===== src/pkg/async_serial_port_pkg.sv =====
// Constants, register map and field layouts of the asynchronous serial port.
package async_serial_port_pkg;

  // ==========================================================================
  // Register indices (byte address is four times the index)
  localparam logic [27:0] IDX_DATA   = 28'h0600300;
  localparam logic [27:0] IDX_STATUS = 28'h0600301;
  localparam logic [27:0] IDX_LINE   = 28'h0600302;
  localparam logic [27:0] IDX_BAUDC  = 28'h0600303;
  localparam logic [27:0] IDX_BCNT   = 28'h0600304;
  localparam logic [27:0] IDX_BRLD   = 28'h0600305;
  localparam logic [27:0] IDX_TEST   = 28'h0600306;
  localparam int          DEC_LSB    = 2;
  localparam int          DEC_MSB    = 11;

  // ==========================================================================
  // Status bit positions
  localparam int ST_PARITY_ERROR_FLAG  = 0;
  localparam int ST_OVERRUN_FLAG  = 1;
  localparam int ST_FRAMING_ERROR_FLAG  = 2;
  localparam int ST_RXRDY = 4;
  localparam int ST_TXRDY = 5;
  localparam logic [7:0] ST_MASK = 8'h37;

  // ==========================================================================
  // Field layouts
  typedef struct packed {
    logic [2:0] rsv;
    logic       receive_enable;
    logic       tx_stop_count;
    logic       parity_sense;
    logic       parity_enable;
    logic       char_length_sel;
  } line_control_t;

  typedef struct packed {
    logic [2:0] rsv;
    logic       baud_mode_select;
    logic       baud_overflow_flag;
    logic       baud_run;
    logic [1:0] baud_clock_select;
  } baud_control_t;

  typedef struct packed {
    logic [4:0] rsv;
    logic       force_framing_fault;
    logic       force_parity_fault;
    logic       loopback_enable;
  } test_control_t;

  localparam int BC_OVF = 3;

  // ==========================================================================
  // Reset values and timing counts
  localparam logic [7:0] RST_LINE   = 8'h00;
  localparam logic [7:0] RST_STATUS = 8'h00;
  localparam logic [7:0] RST_BAUDC  = 8'h00;
  localparam logic [7:0] RST_BCNT   = 8'h00;
  localparam logic [7:0] RST_BRLD   = 8'h00;
  localparam logic [7:0] RST_TEST   = 8'h00;
  localparam logic [3:0] TICK_LAST  = 4'hf;
  localparam logic [3:0] TICK_MID   = 4'h7;
  localparam logic [2:0] LAST_BIT7  = 3'h6;
  localparam logic [2:0] LAST_BIT8  = 3'h7;

  typedef enum logic [2:0] {S_IDLE, S_START, S_DATA, S_PAR, S_STOP} serial_state_t;

endpackage : async_serial_port_pkg


===== src/hw/async_serial_port.sv =====
// Asynchronous serial port with APB register slave and baud generator.
//
// Register access over APB was chosen for this implementation.
`timescale 1ns/10ps
// How it works
// - Length bit picks seven or eight data bits.
// - Stop-count bit picks one or two stops.
// - Parity enable adds and checks parity bit.
// - Parity sense picks even or odd parity.
// - Receive enable gates reception of characters.
// - Line control resets to zero.
// - Buffer reads receive data, writes transmit data.
// - Completed reception loads buffer, raises ready.
// - Moving holding to shift sets transmit ready.
// - Error flags set on completion, never auto-cleared.
// - Flags clear only by writing one.
// - Buffer and ready update despite errors.
// - Parity mismatch sets parity error flag.
// - Unread buffer at completion sets overrun.
// - Low stop sample sets framing error.
// - Loopback feeds transmit output to receiver.
// - Forced parity fault corrupts looped parity.
// - Forced framing fault corrupts looped stop.
// - Start and stop framing, full duplex.
// - Baud counter overflow ticks, interrupts, reloads.
// - Clock select divides base by 2..16.
// - Mode bit connects baud ticks to port.
// - Sixteen baud ticks make one bit.
module async_serial_port (
  input  wire logic        clk,
  input  wire logic        nrst,
  input  wire logic        psel,
  input  wire logic        penable,
  input  wire logic        pwrite,
  input  wire logic [31:0] paddr,
  input  wire logic [31:0] pwdata,
  output logic      [31:0] prdata,
  output logic             pready,
  output logic             pslverr,
  input  wire logic        serial_in_pin,
  output logic             serial_out_pin,
  output logic             rx_ready_irq,
  output logic             tx_ready_irq,
  output logic             baud_tick_irq
);

  // ==========================================================================
  // Registers and wires
  async_serial_port_pkg::line_control_t line_ff;
  async_serial_port_pkg::baud_control_t baudc_ff;
  async_serial_port_pkg::test_control_t test_ff;
  async_serial_port_pkg::serial_state_t tx_st_ff, rx_st_ff;
  logic [7:0]  status_ff, bcnt_ff, brld_ff, rx_buf_ff, tx_hold_ff, tx_shift_ff, rx_shift_ff;
  logic [7:0]  nxt_status, rd_mux;
  logic [3:0]  pre_ff, tx_sub_ff, rx_sub_ff;
  logic [2:0]  tx_cnt_ff, rx_cnt_ff;
  logic        tx_full_ff, tx_out_ff, tx_par_ff, unread_ff, sync1_ff, sync2_ff, rx_prev_ff;
  logic        rx_par_ff, prdata_vld;
  logic        acc, wr, rd, pre_tick, ovf, tick, tx_load, rx_line, rx_done, rx_sample;
  logic        par_err, frm_err;
  logic [2:0]  tx_last, rx_last;
  logic [7:0]  wbyte, rx_word;
  logic [31:0] prdata_ff;

  function automatic logic hit(input logic [31:0] a, input logic [27:0] idx);
    hit = a[async_serial_port_pkg::DEC_MSB:async_serial_port_pkg::DEC_LSB] == idx[9:0];
  endfunction : hit

  function automatic logic odd_sum(input logic [7:0] d, input logic len7);
    odd_sum = ^(len7 ? {1'b0, d[6:0]} : d);
  endfunction : odd_sum

  // ==========================================================================
  // APB slave
  assign acc     = psel & penable;
  assign wr      = acc & pwrite;
  assign rd      = acc & ~pwrite;
  assign wbyte   = pwdata[7:0];
  assign pready  = 1'b1;
  assign prdata  = prdata_ff;
  assign prdata_vld = hit(paddr, async_serial_port_pkg::IDX_DATA)
                   | hit(paddr, async_serial_port_pkg::IDX_STATUS)
                   | hit(paddr, async_serial_port_pkg::IDX_LINE)
                   | hit(paddr, async_serial_port_pkg::IDX_BAUDC)
                   | hit(paddr, async_serial_port_pkg::IDX_BCNT)
                   | hit(paddr, async_serial_port_pkg::IDX_BRLD)
                   | hit(paddr, async_serial_port_pkg::IDX_TEST);
  assign pslverr = acc & ~prdata_vld;

  always_comb begin
    rd_mux = 8'h00;
    if (hit(paddr, async_serial_port_pkg::IDX_DATA)) rd_mux = rx_buf_ff;
    if (hit(paddr, async_serial_port_pkg::IDX_STATUS)) rd_mux = status_ff;
    if (hit(paddr, async_serial_port_pkg::IDX_LINE)) rd_mux = line_ff;
    if (hit(paddr, async_serial_port_pkg::IDX_BAUDC)) rd_mux = baudc_ff;
    if (hit(paddr, async_serial_port_pkg::IDX_BCNT)) rd_mux = bcnt_ff;
    if (hit(paddr, async_serial_port_pkg::IDX_BRLD)) rd_mux = brld_ff;
    if (hit(paddr, async_serial_port_pkg::IDX_TEST)) rd_mux = test_ff;
  end

  always_ff @(posedge clk or negedge nrst) begin
    if (!nrst) begin
      prdata_ff <= 32'h0000_0000;
    end else if (psel & ~penable & ~pwrite) begin
      prdata_ff <= {24'h00_0000, rd_mux};
    end
  end

  always_ff @(posedge clk or negedge nrst) begin
    if (!nrst) begin
      line_ff <= async_serial_port_pkg::RST_LINE;
      test_ff <= async_serial_port_pkg::RST_TEST;
      brld_ff <= async_serial_port_pkg::RST_BRLD;
    end else if (wr) begin
      if (hit(paddr, async_serial_port_pkg::IDX_LINE)) line_ff <= wbyte;
      if (hit(paddr, async_serial_port_pkg::IDX_TEST)) test_ff <= wbyte;
      if (hit(paddr, async_serial_port_pkg::IDX_BRLD)) brld_ff <= wbyte;
    end
  end

  // ==========================================================================
  // Baud generator
  always_ff @(posedge clk or negedge nrst) begin
    if (!nrst) begin
      pre_ff <= 4'h0;
    end else if (baudc_ff.baud_run) begin
      pre_ff <= pre_ff + 4'h1;
    end
  end

  always_comb begin
    unique case (baudc_ff.baud_clock_select)
      2'h0: pre_tick = pre_ff[0];
      2'h1: pre_tick = &pre_ff[1:0];
      2'h2: pre_tick = &pre_ff[2:0];
      2'h3: pre_tick = &pre_ff;
    endcase
  end

  assign ovf  = baudc_ff.baud_run & pre_tick & (bcnt_ff == 8'hff);
  assign tick = ovf & baudc_ff.baud_mode_select;

  always_ff @(posedge clk or negedge nrst) begin
    if (!nrst) begin
      bcnt_ff <= async_serial_port_pkg::RST_BCNT;
    end else if (wr & hit(paddr, async_serial_port_pkg::IDX_BCNT)) begin
      bcnt_ff <= wbyte;
    end else if (ovf) begin
      bcnt_ff <= brld_ff;
    end else if (baudc_ff.baud_run & pre_tick) begin
      bcnt_ff <= bcnt_ff + 8'h01;
    end
  end

  always_ff @(posedge clk or negedge nrst) begin
    if (!nrst) begin
      baudc_ff <= async_serial_port_pkg::RST_BAUDC;
    end else begin
      if (wr & hit(paddr, async_serial_port_pkg::IDX_BAUDC)) begin
        baudc_ff <= (wbyte & ~(8'h01 << async_serial_port_pkg::BC_OVF))
                  | ({7'h00, baudc_ff.baud_overflow_flag & ~wbyte[async_serial_port_pkg::BC_OVF]}
                     << async_serial_port_pkg::BC_OVF);
      end
      if (ovf) baudc_ff.baud_overflow_flag <= 1'b1;
    end
  end

  assign baud_tick_irq = baudc_ff.baud_overflow_flag;

  // ==========================================================================
  // Transmitter
  assign tx_last = line_ff.char_length_sel ? async_serial_port_pkg::LAST_BIT7
                                           : async_serial_port_pkg::LAST_BIT8;
  assign tx_load = tick & tx_full_ff & (tx_st_ff == async_serial_port_pkg::S_IDLE);

  always_ff @(posedge clk or negedge nrst) begin
    if (!nrst) begin
      tx_full_ff <= 1'b0;
      tx_hold_ff <= 8'h00;
    end else if (wr & hit(paddr, async_serial_port_pkg::IDX_DATA)) begin
      tx_full_ff <= 1'b1;
      tx_hold_ff <= wbyte;
    end else if (tx_load) begin
      tx_full_ff <= 1'b0;
    end
  end

  always_ff @(posedge clk or negedge nrst) begin
    if (!nrst) begin
      tx_st_ff    <= async_serial_port_pkg::S_IDLE;
      tx_sub_ff   <= 4'h0;
      tx_cnt_ff   <= 3'h0;
      tx_shift_ff <= 8'h00;
      tx_par_ff   <= 1'b0;
      tx_out_ff   <= 1'b1;
    end else if (tx_load) begin
      tx_st_ff    <= async_serial_port_pkg::S_START;
      tx_out_ff   <= 1'b0;
      tx_shift_ff <= tx_hold_ff;
      tx_sub_ff   <= 4'h0;
      tx_par_ff   <= odd_sum(tx_hold_ff, line_ff.char_length_sel) ^ ~line_ff.parity_sense;
    end else if (tick & (tx_st_ff != async_serial_port_pkg::S_IDLE)) begin
      tx_sub_ff <= tx_sub_ff + 4'h1;
      if (tx_sub_ff == async_serial_port_pkg::TICK_LAST) begin
        unique case (tx_st_ff)
          async_serial_port_pkg::S_START: begin
            tx_st_ff  <= async_serial_port_pkg::S_DATA;
            tx_cnt_ff <= 3'h0;
            tx_out_ff <= tx_shift_ff[0];
          end
          async_serial_port_pkg::S_DATA: begin
            tx_shift_ff <= {1'b0, tx_shift_ff[7:1]};
            tx_cnt_ff   <= tx_cnt_ff + 3'h1;
            tx_out_ff   <= tx_shift_ff[1];
            if (tx_cnt_ff == tx_last) begin
              tx_cnt_ff <= 3'h0;
              if (line_ff.parity_enable) begin
                tx_st_ff  <= async_serial_port_pkg::S_PAR;
                tx_out_ff <= tx_par_ff;
              end else begin
                tx_st_ff  <= async_serial_port_pkg::S_STOP;
                tx_out_ff <= 1'b1;
              end
            end
          end
          async_serial_port_pkg::S_PAR: begin
            tx_st_ff  <= async_serial_port_pkg::S_STOP;
            tx_out_ff <= 1'b1;
          end
          async_serial_port_pkg::S_STOP: begin
            tx_cnt_ff <= tx_cnt_ff + 3'h1;
            if (line_ff.tx_stop_count | (tx_cnt_ff != 3'h0)) begin
              tx_st_ff <= async_serial_port_pkg::S_IDLE;
            end
          end
          default: tx_st_ff <= async_serial_port_pkg::S_IDLE;
        endcase
      end
    end
  end

  assign serial_out_pin = tx_out_ff;

  // ==========================================================================
  // Receiver
  always_ff @(posedge clk or negedge nrst) begin
    if (!nrst) begin
      sync1_ff   <= 1'b1;
      sync2_ff   <= 1'b1;
      rx_prev_ff <= 1'b1;
    end else begin
      sync1_ff   <= serial_in_pin;
      sync2_ff   <= sync1_ff;
      rx_prev_ff <= rx_line;
    end
  end

  always_comb begin
    rx_line = sync2_ff;
    if (test_ff.loopback_enable) begin
      rx_line = tx_out_ff;
      if (test_ff.force_parity_fault & (rx_st_ff == async_serial_port_pkg::S_PAR)) begin
        rx_line = ~tx_out_ff;
      end
      if (test_ff.force_framing_fault & (rx_st_ff == async_serial_port_pkg::S_STOP)) begin
        rx_line = 1'b0;
      end
    end
  end

  assign rx_last   = line_ff.char_length_sel ? async_serial_port_pkg::LAST_BIT7
                                             : async_serial_port_pkg::LAST_BIT8;
  assign rx_sample = tick & (rx_sub_ff == async_serial_port_pkg::TICK_LAST);
  assign rx_done   = rx_sample & (rx_st_ff == async_serial_port_pkg::S_STOP);
  assign frm_err   = ~rx_line;
  assign rx_word   = line_ff.char_length_sel ? {1'b0, rx_shift_ff[7:1]} : rx_shift_ff;

  always_ff @(posedge clk or negedge nrst) begin
    if (!nrst) begin
      rx_st_ff    <= async_serial_port_pkg::S_IDLE;
      rx_sub_ff   <= 4'h0;
      rx_cnt_ff   <= 3'h0;
      rx_shift_ff <= 8'h00;
      rx_par_ff   <= 1'b0;
      par_err     <= 1'b0;
    end else if (rx_st_ff == async_serial_port_pkg::S_IDLE) begin
      rx_sub_ff <= 4'h0;
      par_err   <= 1'b0;
      if (line_ff.receive_enable & rx_prev_ff & ~rx_line) begin
        rx_st_ff <= async_serial_port_pkg::S_START;
      end
    end else if (tick) begin
      rx_sub_ff <= rx_sub_ff + 4'h1;
      if (rx_st_ff == async_serial_port_pkg::S_START) begin
        if (rx_sub_ff == async_serial_port_pkg::TICK_MID) begin
          rx_sub_ff <= 4'h0;
          rx_cnt_ff <= 3'h0;
          rx_par_ff <= 1'b0;
          rx_st_ff  <= rx_line ? async_serial_port_pkg::S_IDLE : async_serial_port_pkg::S_DATA;
        end
      end else if (rx_sample) begin
        unique case (rx_st_ff)
          async_serial_port_pkg::S_DATA: begin
            rx_shift_ff <= {rx_line, rx_shift_ff[7:1]};
            rx_par_ff   <= rx_par_ff ^ rx_line;
            rx_cnt_ff   <= rx_cnt_ff + 3'h1;
            if (rx_cnt_ff == rx_last) begin
              rx_st_ff <= line_ff.parity_enable ? async_serial_port_pkg::S_PAR
                                                : async_serial_port_pkg::S_STOP;
            end
          end
          async_serial_port_pkg::S_PAR: begin
            par_err  <= rx_par_ff ^ rx_line ^ ~line_ff.parity_sense;
            rx_st_ff <= async_serial_port_pkg::S_STOP;
          end
          async_serial_port_pkg::S_STOP: rx_st_ff <= async_serial_port_pkg::S_IDLE;
          default: rx_st_ff <= async_serial_port_pkg::S_IDLE;
        endcase
      end
    end
  end

  always_ff @(posedge clk or negedge nrst) begin
    if (!nrst) begin
      rx_buf_ff <= 8'h00;
      unread_ff <= 1'b0;
    end else if (rx_done) begin
      rx_buf_ff <= rx_word;
      unread_ff <= 1'b1;
    end else if (rd & hit(paddr, async_serial_port_pkg::IDX_DATA)) begin
      unread_ff <= 1'b0;
    end
  end

  // ==========================================================================
  // Status flags
  always_comb begin
    nxt_status = status_ff;
    if (wr & hit(paddr, async_serial_port_pkg::IDX_STATUS)) begin
      nxt_status = status_ff & ~(wbyte & async_serial_port_pkg::ST_MASK);
    end
    if (tx_load) nxt_status[async_serial_port_pkg::ST_TXRDY] = 1'b1;
    if (rx_done) begin
      nxt_status[async_serial_port_pkg::ST_RXRDY] = 1'b1;
      if (par_err) nxt_status[async_serial_port_pkg::ST_PARITY_ERROR_FLAG] = 1'b1;
      if (unread_ff) nxt_status[async_serial_port_pkg::ST_OVERRUN_FLAG] = 1'b1;
      if (frm_err) nxt_status[async_serial_port_pkg::ST_FRAMING_ERROR_FLAG] = 1'b1;
    end
  end

  always_ff @(posedge clk or negedge nrst) begin
    if (!nrst) begin
      status_ff <= async_serial_port_pkg::RST_STATUS;
    end else begin
      status_ff <= nxt_status;
    end
  end

  assign rx_ready_irq = status_ff[async_serial_port_pkg::ST_RXRDY];
  assign tx_ready_irq = status_ff[async_serial_port_pkg::ST_TXRDY];
endmodule : async_serial_port


===== config.mk =====
export PLATFORM = sky130hd
export DESIGN_NAME = async_serial_port
export DESIGN_NICKNAME = d
export VERILOG_FILES = /design/src/pkg/async_serial_port_pkg.sv /design/src/hw/async_serial_port.sv
export SDC_FILE = /design/constraint.sdc
export NUM_CORES = 1
export LEC_CHECK = 0
export CAP_MARGIN = 0
export CORE_MARGIN = 1
export CORE_UTILIZATION = 40
export CTS_CLUSTER_DIAMETER = 40
export DETAILED_ROUTE_END_ITERATION = 10
export DONT_BUFFER_PORTS = 1
export HOLD_SLACK_MARGIN = 0.06
export SLEW_MARGIN = 20
export SYNTH_ARGS = -nofsm -noshare
export SYNTH_HDL_FRONTEND = slang
export SYNTH_SLANG_ARGS = --single-unit

===== constraint.sdc =====
create_clock -name clk -period 2.5 [get_ports clk]
set_input_delay 0.375 -clock clk [delete_from_list [all_inputs] [get_ports clk]]
set_output_delay 0.375 -clock clk [all_outputs]
set_load 0.01 [all_outputs]

==> results of run 1 <==
state kept, by name, summed over array words and instances, names as in the netlist, 8 cells and up:
register / count
bcnt_ff: 8
brld_ff: 8
line_ff: 8
prdata: 8
rx_buf_ff: 8
rx_shift_ff: 8
test_ff: 8
tx_hold_ff: 8
tx_shift_ff: 8
power groups by stage:
stage | combinational [mW] | clock (mW) | sequential, mW
6_report | 0.0824 | 2.51 | 1.93
5_1_grt | 0.0923 | 2.63 | 1.93
4_1_cts | 0.0812 | 2.55 | 1.93
3_5_place_dp | 0.0767 | 0 | 1.97
3_3_place_gp | 0.0757 | 0 | 1.97
2_1_floorplan | 0.110 | 0 | 1.96
layout by cell type, fill, tap and decap left out, types with 10 or more instances in the layout:
cell type,n
sky130_fd_sc_hd__clkbuf_16,17
sky130_fd_sc_hd__buf_4,13
sky130_fd_sc_hd__inv_1,16
sky130_fd_sc_hd__dfrtp_1,114
sky130_fd_sc_hd__mux2i_1,25
sky130_fd_sc_hd__nor3_1,12
sky130_fd_sc_hd__conb_1,25
sky130_fd_sc_hd__a21oi_1,34
sky130_fd_sc_hd__mux2_2,42
sky130_fd_sc_hd__nand2_1,62
sky130_fd_sc_hd__o21ai_0,37
sky130_fd_sc_hd__nand3_1,23
sky130_fd_sc_hd__xnor2_1,10
sky130_fd_sc_hd__nor2_1,40
worst paths after layout:
path | from | to | slack (ns) | cells past startpoint
worst max-delay path | pre_ff[0] | rx_cnt_ff[0] | 0.15 | 8
worst min-delay path | nrst | line_ff[6] | -0.35 | 0
worst max register to register | pre_ff[0] | rx_cnt_ff[0] | 0.15 | 8
worst min register to register | sync1_ff | sync2_ff | 0.36 | 0
max in group asynchronous | nrst | serial_out_pin | 2.59 | 0
min in group clk | pwdata[3] | test_ff[3] | 0.08 | 2
metal layers:
layer / vias to the layer above / track usage (%) / wire length, um
met1: 2354 / 27.02 / 7012
met4: 0 / 7.958 / 255
li1: 2190 / - / -
met2: 125 / 30.72 / 7162
met3: 22 / 4.674 / 722
met5: - / 0 / 0
timing repair:
item                                    in CTS  in global routing
hold endpoints to repair                   121                118
gates resized for setup                      0                  1
pin swaps                                    1                  0
endpoints found under the setup margin       7                  7
setup buffers                                1                  0
critical path: stages (launching register included):
cell,delay [ns]
sky130_fd_sc_hd__dfrtp_1,0.40
sky130_fd_sc_hd__ha_1,0.21
sky130_fd_sc_hd__ha_1,0.16
sky130_fd_sc_hd__mux2i_1,0.13
sky130_fd_sc_hd__o32a_2,0.50
sky130_fd_sc_hd__nor3_4,0.21
sky130_fd_sc_hd__buf_4,0.22
sky130_fd_sc_hd__a21oi_1,0.09
sky130_fd_sc_hd__mux2_2,0.30
per-stage QoR:
stage               utilization (%)  hold slack, ns
CTS                           46.24         -0.3643
global route                  46.27         -0.3619
detailed placement            41.93         0.08253
global placement              41.93         0.08262
finish                        46.27         -0.3524
floorplan                         -         0.07941
logic make-up (layout without fill, tap and decap cells):
family          after synthesis  after routing
simple gates                189            189
compound gates              134            134
flops                       118            118
buf+inv                      75             65
mux                          72             72
xor+xnor                     18             18
fa+ha+maj                     8              8
other cells                   2             25
layout make-up:
class / instances / area, um2
flip-flops and latches: 118 / 2958
repair buffers: 17 / 147.6
clock buffers: 24 / 491.7
inverters: 16 / 60.06
well taps: 211 / 264.0
clock inverters: 8 / 120.1
fillers: 1420 / 8259
multi-input cells: 446 / 3070
==> results.cfg, run 1 <==
[run_status]
run_status = finished with violations
failed_checks = hold timing

[logic_synthesis]
netlist_top_cells_count = sky130_fd_sc_hd__dfrtp_1 (114), sky130_fd_sc_hd__nand2_1 (62), sky130_fd_sc_hd__mux2_2 (42), sky130_fd_sc_hd__nor2_1 (40), sky130_fd_sc_hd__o21ai_0 (37)
yosysWarningCount = 0
syn_avg_cell_area_um2 = 10.34
syn_inst_count = 616
post_synthesis_instance_area_um2 = 6367
share_of_the_synthesized_netlist_area_taken_by_xor_and_xnor_gates_pct = 2.476
post_synth_and_or_nand_nor_area_fraction_pct = 15.60
synth-seq-cells = 118
area_share_of_the_leading_cell_type_in_the_synthesized_netlist_pct = 44.80
synth-seq-area-share_pct = 46.45
synth-edff-count = 0
yosys_most_used_dff = sky130_fd_sc_hd__dfrtp_1
synth_top_cells_by_area = sky130_fd_sc_hd__dfrtp_1 (45%), sky130_fd_sc_hd__mux2_2 (7.4%), sky130_fd_sc_hd__mux2i_1 (3.9%)
yosysMostFrequentCell = sky130_fd_sc_hd__dfrtp_1
synth_top_family_by_area = simple AND/OR/NAND/NOR gates
synth_top_cell_by_area = sky130_fd_sc_hd__dfrtp_1
synth_compound_gate_area_share_pct = 13.89
synth.mux.area_fraction_pct = 13.13
ys_async_sr_fraction_pct = 100.0
yosys.cell_types.count = 71
synth_area_in_adders_pct = 1.572

[global_routing]
grt_pass1_vias = 4514
grt_max_degree = 119
grt_antenna_before_repair = 0
track_usage_pct = 19.91
first_pass_grt_wire_length_um = 24630
gr-total-overflow = 0

[detailed_routing]
vias = 4691
route.detailed.vias_per_inst = 5.585
drt_drc_violations_left = 0
wire_length_per_cell_after_detailed_routing_um = 18.04
wirelength_um = 15150
initialDrtViolationCount = 378
first_pass_iteration_count_of_the_detailed_router = 4
postRouteAntennaNets = 0

[cts]
clkLatencyLatePin_ns = 0.43
worst_setup_hold_path_clk_slew_ns = 0.05
cts_root_buffer = sky130_fd_sc_hd__clkbuf_16
holdBufCountCts = 3
tritoncts = yes
cts_max_path_buffers = 2
cts_htree_levels = 4
clock_sink_count = 118
tritoncts.num_buffers = 17

[place]
place.gp.congestion = 0.8335
dpl.hpwl_um = 10650
numPortBuffers = 0
dpl_cell_area_um2 = 6445
post_placement_cell_count = 804
place_worst_setup_slack_ns = -0.02278

[power_and_ir_drop]
total_leakage_power_nw = 3.170
switching_share_pct = 20.04
power_density_relative_to_cell_area_nw_per_um2 = 636.4
comb_power_share_pct = 1.8
internal_power_mw = 3.619
power.share.sequential_pct = 42.7
max-vdd-ir-drop_mv = 0.5580
power.switching_mw = 0.9068
power_mw = 4.526
clock_power_share_pct = 55.4

[final_layout]
layout-drive-gt1-share_pct = 17.65
fin_area_um2 = 7112
final_net_count = 694
antenna_cells_inserted = 0
syn2layout_area_growth_pct = 11.69
stdcell_count = 840

[floorplanning]
chipWidth_um = 128.2
initial_utilization_pct = 41.42
design.core.area_um2 = 15370
io_pins = 108
rows = 45
floorplan.die_area_um2 = 16430
dieHeight_um = 128.2

[sta]
final_period_util_pct = 94.04
grt_setup_unrepaired = false
hold-worst-slack_ns = -0.3524
setup-tns-final_ns = 0
maxSlewHeadroom_pct = 57.66
number_of_pins_with_negative_max_slew_slack_in_the_final_report = 0
finalCriticalPeriod_ns = 2.351
timing_hold_violations_final = 118
setup_viol = 0
timing.fmax_ghz = 0.4254
layout_setup_ws_ns = 0.1491
worst_pin_slew_ns = 0.6269
timing.clock.skew_ns = 0.01484

[critical_path]
worst_ep_required_time_ns = 2.81
cp_max_fo = 13
worst_ep_arrival_time_ns = 2.66
worstSetupPathType = reg -> reg
start_kind = register
endpoint_kind = register

[run]
drv_cap = 0

[worst_hold_path]
class_of_the_worst_hold_path = in -> async
Power figures use the tool's default switching activity.
==> run 2, diff against run 1 <==
--- a/config.mk
+++ b/config.mk
@@ -11,7 +11,7 @@
 export CTS_CLUSTER_DIAMETER = 40
 export DETAILED_ROUTE_END_ITERATION = 10
 export DONT_BUFFER_PORTS = 1
-export HOLD_SLACK_MARGIN = 0.06
+export HOLD_SLACK_MARGIN = 0.03
 export SLEW_MARGIN = 20
 export SYNTH_ARGS = -nofsm -noshare
 export SYNTH_HDL_FRONTEND = slang
==> run 2 against run 1 <==
Compared with the run above:
- the flow still finishes with violations (hold timing)
- setup slack gained 0.0028 ns
- design area shrank 0.28%
- final cell count shrank 0.24%
- clock power is essentially flat
- die area is the same
- critical path type unchanged
- critical endpoint unchanged
- largest power group unchanged
==> results.cfg, run 2 (synthesized netlist as in run 1, its figures left out) <==
[run_status]
run_status = finished with violations
failed_checks = hold timing

[detailed_routing]
initialDrtViolationCount = 378
wire_length_per_cell_after_detailed_routing_um = 17.99
route.detailed.vias_per_inst = 5.609
first_pass_iteration_count_of_the_detailed_router = 5
wirelength_um = 15070
vias = 4700
drt_drc_violations_left = 0
postRouteAntennaNets = 0

[global_routing]
grt_pass1_vias = 4512
track_usage_pct = 19.86
grt_max_degree = 119
gr-total-overflow = 0
grt_antenna_before_repair = 0
first_pass_grt_wire_length_um = 24610

[place]
dpl.hpwl_um = 10650
dpl_cell_area_um2 = 6445
place.gp.congestion = 0.8335
post_placement_cell_count = 804
numPortBuffers = 0

[power_and_ir_drop]
comb_power_share_pct = 1.8
max-vdd-ir-drop_mv = 0.5595
total_leakage_power_nw = 3.162
switching_share_pct = 20.01
power_density_relative_to_cell_area_nw_per_um2 = 637.7
power.switching_mw = 0.9049
clock_power_share_pct = 55.5
internal_power_mw = 3.617
power.share.sequential_pct = 42.8

[cts]
tritoncts.num_buffers = 17
cts_root_buffer = sky130_fd_sc_hd__clkbuf_16
clkLatencyLatePin_ns = 0.42
cts_htree_levels = 4
holdBufCountCts = 1
clock_sink_count = 118
cts_max_path_buffers = 2
worst_setup_hold_path_clk_slew_ns = 0.05
tritoncts = yes

[critical_path]
critical_path_buf_inv_count = 1
endpoint_kind = register
critical-path-top-delay-family = compound AO/OA/AOI/OAI gates
cells_traversed_along_the_worst_timing_path = ha_1 > ha_1 > mux2i_1 > o32a_2 > nor3_4 > buf_4 > a21oi_1 > mux2_2
worst_ep_arrival_time_ns = 2.66
start_kind = register
slowest_delay_ns = 0.50
crit_path_frequent_cell = sky130_fd_sc_hd__ha_1
cp_max_fo = 13
critical_path.slowest_cell = sky130_fd_sc_hd__o32a_2
worst_ep_required_time_ns = 2.81
worstSetupPathType = reg -> reg

[floorplanning]
io_pins = 108
design.core.area_um2 = 15370
dieHeight_um = 128.2
floorplan.die_area_um2 = 16430
chipWidth_um = 128.2
rows = 45
initial_utilization_pct = 41.42

[sta]
finalCriticalPeriod_ns = 2.348
timing.clock.skew_ns = 0.01440
setup_viol = 0
setup-tns-final_ns = 0
final_period_util_pct = 93.93
number_of_pins_with_negative_max_slew_slack_in_the_final_report = 0
timing.fmax_ghz = 0.4259
grt_setup_unrepaired = false
hold-worst-slack_ns = -0.3510
timing_hold_violations_final = 118
maxSlewHeadroom_pct = 57.51
worst_pin_slew_ns = 0.6291

[final_layout]
layout_commonest_cell = sky130_fd_sc_hd__dfrtp_1
filler_cell_count = 1422
syn2layout_area_growth_pct = 11.38
mostFrequentLayoutCells = sky130_fd_sc_hd__dfrtp_1 (114), sky130_fd_sc_hd__nand2_1 (62), sky130_fd_sc_hd__mux2_2 (42)
antenna_cells_inserted = 0
final_net_count = 692
stdcell_count = 838
layout-drive-gt1-share_pct = 17.70
fin_area_um2 = 7092

[run]
drv_cap = 0

[worst_hold_path]
class_of_the_worst_hold_path = in -> async
==> run 2: power by group through the flow <==
stage / clock (mW) / combinational, mW / sequential, mW
after global routing: 2.63 / 0.0892 / 1.93
after CTS: 2.55 / 0.0783 / 1.93
after global placement: 0 / 0.0757 / 1.97
after floorplan: 0 / 0.110 / 1.96
after detailed placement: 0 / 0.0767 / 1.97
final: 2.51 / 0.0792 / 1.93
==> run 2: what timing repair did <==
| action | 4_1_cts | 5_1_grt |
|---|---|---|
| setup buffers | 1 | 0 |
| hold endpoints to repair | 119 | 118 |
| endpoints found under the setup margin | 7 | 7 |
| resized for setup | 0 | 1 |
| pin swaps | 1 | 0 |
==> run 2: worst paths after layout <==
path / cells after the start / start / to / slack, ns
worst max-delay path: 8 / pre_ff[0] / rx_cnt_ff[0] / 0.15
worst min-delay path: 0 / nrst / line_ff[6] / -0.35
worst max register to register: 8 / pre_ff[0] / rx_cnt_ff[0] / 0.15
worst min register to register: 0 / sync1_ff / sync2_ff / 0.36
max in group asynchronous: 0 / nrst / serial_out_pin / 2.59
min in group clk: 2 / pwdata[6] / bcnt_ff[6] / 0.07
==> run 2: final cells by class <==
class	count	area, um2	area share [%]
timing repair buffer	15	127.6	1.800
tap	211	264.0	3.723
multi-input combinational	446	3070	43.30
clock buffer	24	491.7	6.934
clock inverter	8	120.1	1.694
sequential	118	2958	41.71
inverter	16	60.06	0.8469
==> run 2: per-layer routing <==
| layer | routed length (um) | global-route usage (%) | vias up |
|---|---|---|---|
| met1 | 6888 | 26.91 | 2349 |
| met2 | 7144 | 30.88 | 144 |
| li1 | - | - | 2187 |
| met4 | 240 | 7.682 | 0 |
| met5 | 0 | 0 | - |
| met3 | 799 | 4.549 | 20 |
==> run 2: worst register-to-register path, cell delays in order (launching register included) <==
cell and delay [ns]:
sky130_fd_sc_hd__dfrtp_1 0.40, sky130_fd_sc_hd__ha_1 0.21, sky130_fd_sc_hd__ha_1 0.16, sky130_fd_sc_hd__mux2i_1 0.13
sky130_fd_sc_hd__o32a_2 0.50, sky130_fd_sc_hd__nor3_4 0.22, sky130_fd_sc_hd__buf_4 0.22, sky130_fd_sc_hd__a21oi_1 0.09
sky130_fd_sc_hd__mux2_2 0.30
==> run 2: through the flow <==
step	setup slack, ns	total power, mW	hold slack (ns)	util [%]
after global routing	0.02130	4.657	-0.3622	46.14
after detailed placement	-0.02278	2.043	0.08253	41.93
final	0.1519	4.522	-0.3510	46.14
after global placement	0.06089	2.042	0.08262	41.93
after floorplan	0.4688	2.072	0.07941	-
after CTS	0.04063	4.563	-0.3643	46.11
==> run 3, diff against run 2 <==
--- a/config.mk
+++ b/config.mk
@@ -6,12 +6,15 @@
 export NUM_CORES = 1
 export LEC_CHECK = 0
 export CAP_MARGIN = 0
+export CELL_PAD_IN_SITES_DETAIL_PLACEMENT = 0
+export CELL_PAD_IN_SITES_GLOBAL_PLACEMENT = 1
 export CORE_MARGIN = 1
 export CORE_UTILIZATION = 40
 export CTS_CLUSTER_DIAMETER = 40
 export DETAILED_ROUTE_END_ITERATION = 10
 export DONT_BUFFER_PORTS = 1
 export HOLD_SLACK_MARGIN = 0.03
+export PLACE_DENSITY_LB_ADDON = 0.1
 export SLEW_MARGIN = 20
 export SYNTH_ARGS = -nofsm -noshare
 export SYNTH_HDL_FRONTEND = slang
==> run 3 against run 2 <==
Compared with the run above:
- the flow still finishes with violations (hold timing)
- sequential share of layout area decreased by 0.13 points
- setup slack lost 0.010 ns
- final cell count increased by 0.48%
- global-route usage rose by 0.94 points
- combinational power hardly changed
- register-to-register slack hardly changed
- clock-buffer cell count unchanged
- core utilization is 0.15 points higher
==> results.cfg, run 3 (synthesized netlist as in run 1, its figures left out) <==
[global_routing]
grt_pass1_vias = 4435
gr-total-overflow = 0
grt_antenna_before_repair = 0
track_usage_pct = 20.80
first_pass_grt_wire_length_um = 25580
grt_max_degree = 119

[place]
dpl.hpwl_um = 11410
numPortBuffers = 0
place.gp.congestion = 0.8195

[detailed_routing]
route.detailed.vias_per_inst = 5.426
postRouteAntennaNets = 0
vias = 4569
wirelength_um = 15810
drt_drc_violations_left = 0
first_pass_iteration_count_of_the_detailed_router = 6
wire_length_per_cell_after_detailed_routing_um = 18.77
initialDrtViolationCount = 230

[final_layout]
filler_cell_count = 1488
multiInputGateArea_um2 = 3065
register_area_um2 = 2958
syn2layout_area_growth_pct = 11.73
mostFrequentLayoutCells = sky130_fd_sc_hd__dfrtp_1 (114), sky130_fd_sc_hd__nand2_1 (62), sky130_fd_sc_hd__mux2_2 (42)
layout_commonest_cell = sky130_fd_sc_hd__dfrtp_1
final_net_count = 696
layout-drive-gt1-share_pct = 18.23
antenna_cells_inserted = 0

[run_status]
failed_checks = hold timing
run_status = finished with violations

[sta]
setup_viol = 0
number_of_pins_with_negative_max_slew_slack_in_the_final_report = 0
finalCriticalPeriod_ns = 2.358
grt_setup_unrepaired = false
timing.fmax_ghz = 0.4240
worst_pin_slew_ns = 0.6448
final_period_util_pct = 94.33
setup-tns-final_ns = 0
timing_hold_violations_final = 118
hold-worst-slack_ns = -0.3430
timing.clock.skew_ns = 0.005737
maxSlewHeadroom_pct = 56.45

[critical_path]
critical_path.startpoint = pre_ff[0]
worst_ep_arrival_time_ns = 2.65
critical_path.slowest_cell = sky130_fd_sc_hd__dfrtp_1
cp_max_fo = 18
critical-path-top-delay-family = buffers and inverters
timing.reg2reg.setup_slack_ns = 0.14
slowest_delay_ns = 0.42
endpoint_kind = register
start_kind = register
critical_path_buf_inv_count = 3
worstSetupPathType = reg -> reg
worst_ep_required_time_ns = 2.79
cells_traversed_along_the_worst_timing_path = ha_1 > ha_1 > mux2i_1 > o32ai_4 > buf_12 > buf_4 > and4_1 > buf_4 > a22o_1
reg2reg_from = pre_ff[0]

[cts]
cts_resized = 0
worst_setup_hold_path_clk_slew_ns = 0.05
cts_max_path_buffers = 2
holdBufCountCts = 1
tritoncts.num_buffers = 17
cts_root_buffer = sky130_fd_sc_hd__clkbuf_16
tritoncts = yes
clkLatencyLatePin_ns = 0.41
cts_htree_levels = 4
clock_sink_count = 118

[floorplanning]
floorplan.die_area_um2 = 16430
rows = 45
io_pins = 108
dieHeight_um = 128.2
initial_utilization_pct = 41.42
chipWidth_um = 128.2
design.core.area_um2 = 15370

[worst_hold_path]
class_of_the_worst_hold_path = in -> async

[power_and_ir_drop]
total_leakage_power_nw = 3.178
power_density_relative_to_cell_area_nw_per_um2 = 627.1
max-vdd-ir-drop_mv = 0.4462

[run]
drv_cap = 0
-- run 3: path summary, 6_finish.rpt --
check                           depth (start not counted)            to
worst min register to register                          0      sync2_ff
worst max-delay path                                    9  status_ff[0]
worst min-delay path                                    0  tx_sub_ff[3]
max in group asynchronous                               0      sync1_ff
worst max register to register                          9  status_ff[0]
min in group clk                                        1    bcnt_ff[2]
-- run 3: stage by stage --
| step | area [um2] | util, % | power (mW) | worst slack, ns | cells |
|---|---|---|---|---|---|
| floorplan | 6454 | - | 2.072 | 0.4688 | 639 |
| global placement | 6487 | 42.21 | 2.043 | 0.1719 | 808 |
| detailed placement | 6487 | 42.21 | 2.044 | 0.09147 | 808 |
| CTS | 7094 | 46.15 | 4.516 | 0.08294 | 841 |
| global route | 7114 | 46.28 | 4.607 | 0.007747 | 842 |
| finish | 7114 | 46.28 | 4.461 | 0.1416 | 842 |
-- run 3: layout make-up --
cell class	count	area share [%]
multi-input cells	446	43.09
inverters	16	0.8442
flip-flops and latches	118	41.58
repair buffers	19	2.392
clock buffers	24	7.052
well taps	211	3.711
clock inverters	8	1.337
-- run 3: per-layer routing --
layer	GRT usage (%)	vias up	share of wire [%]
met5	0	-	0
met4	5.536	0	1.2
met3	4.967	10	3.2
met2	31.91	79	47
met1	29.36	2298	49
li1	-	2182	-
-- run 3: where the power goes --
group | internal (mW) | switching (mW)
clock | 1.59 | 0.857
sequential | 1.92 | 0.0106
combinational | 0.0286 | 0.0504
total | 3.54 | 0.918
-- run 3: what timing repair did --
action                     in CTS  in global routing
buffers inserted                0                  1
setup endpoints to repair       0                  9
hold endpoints to repair      119                118
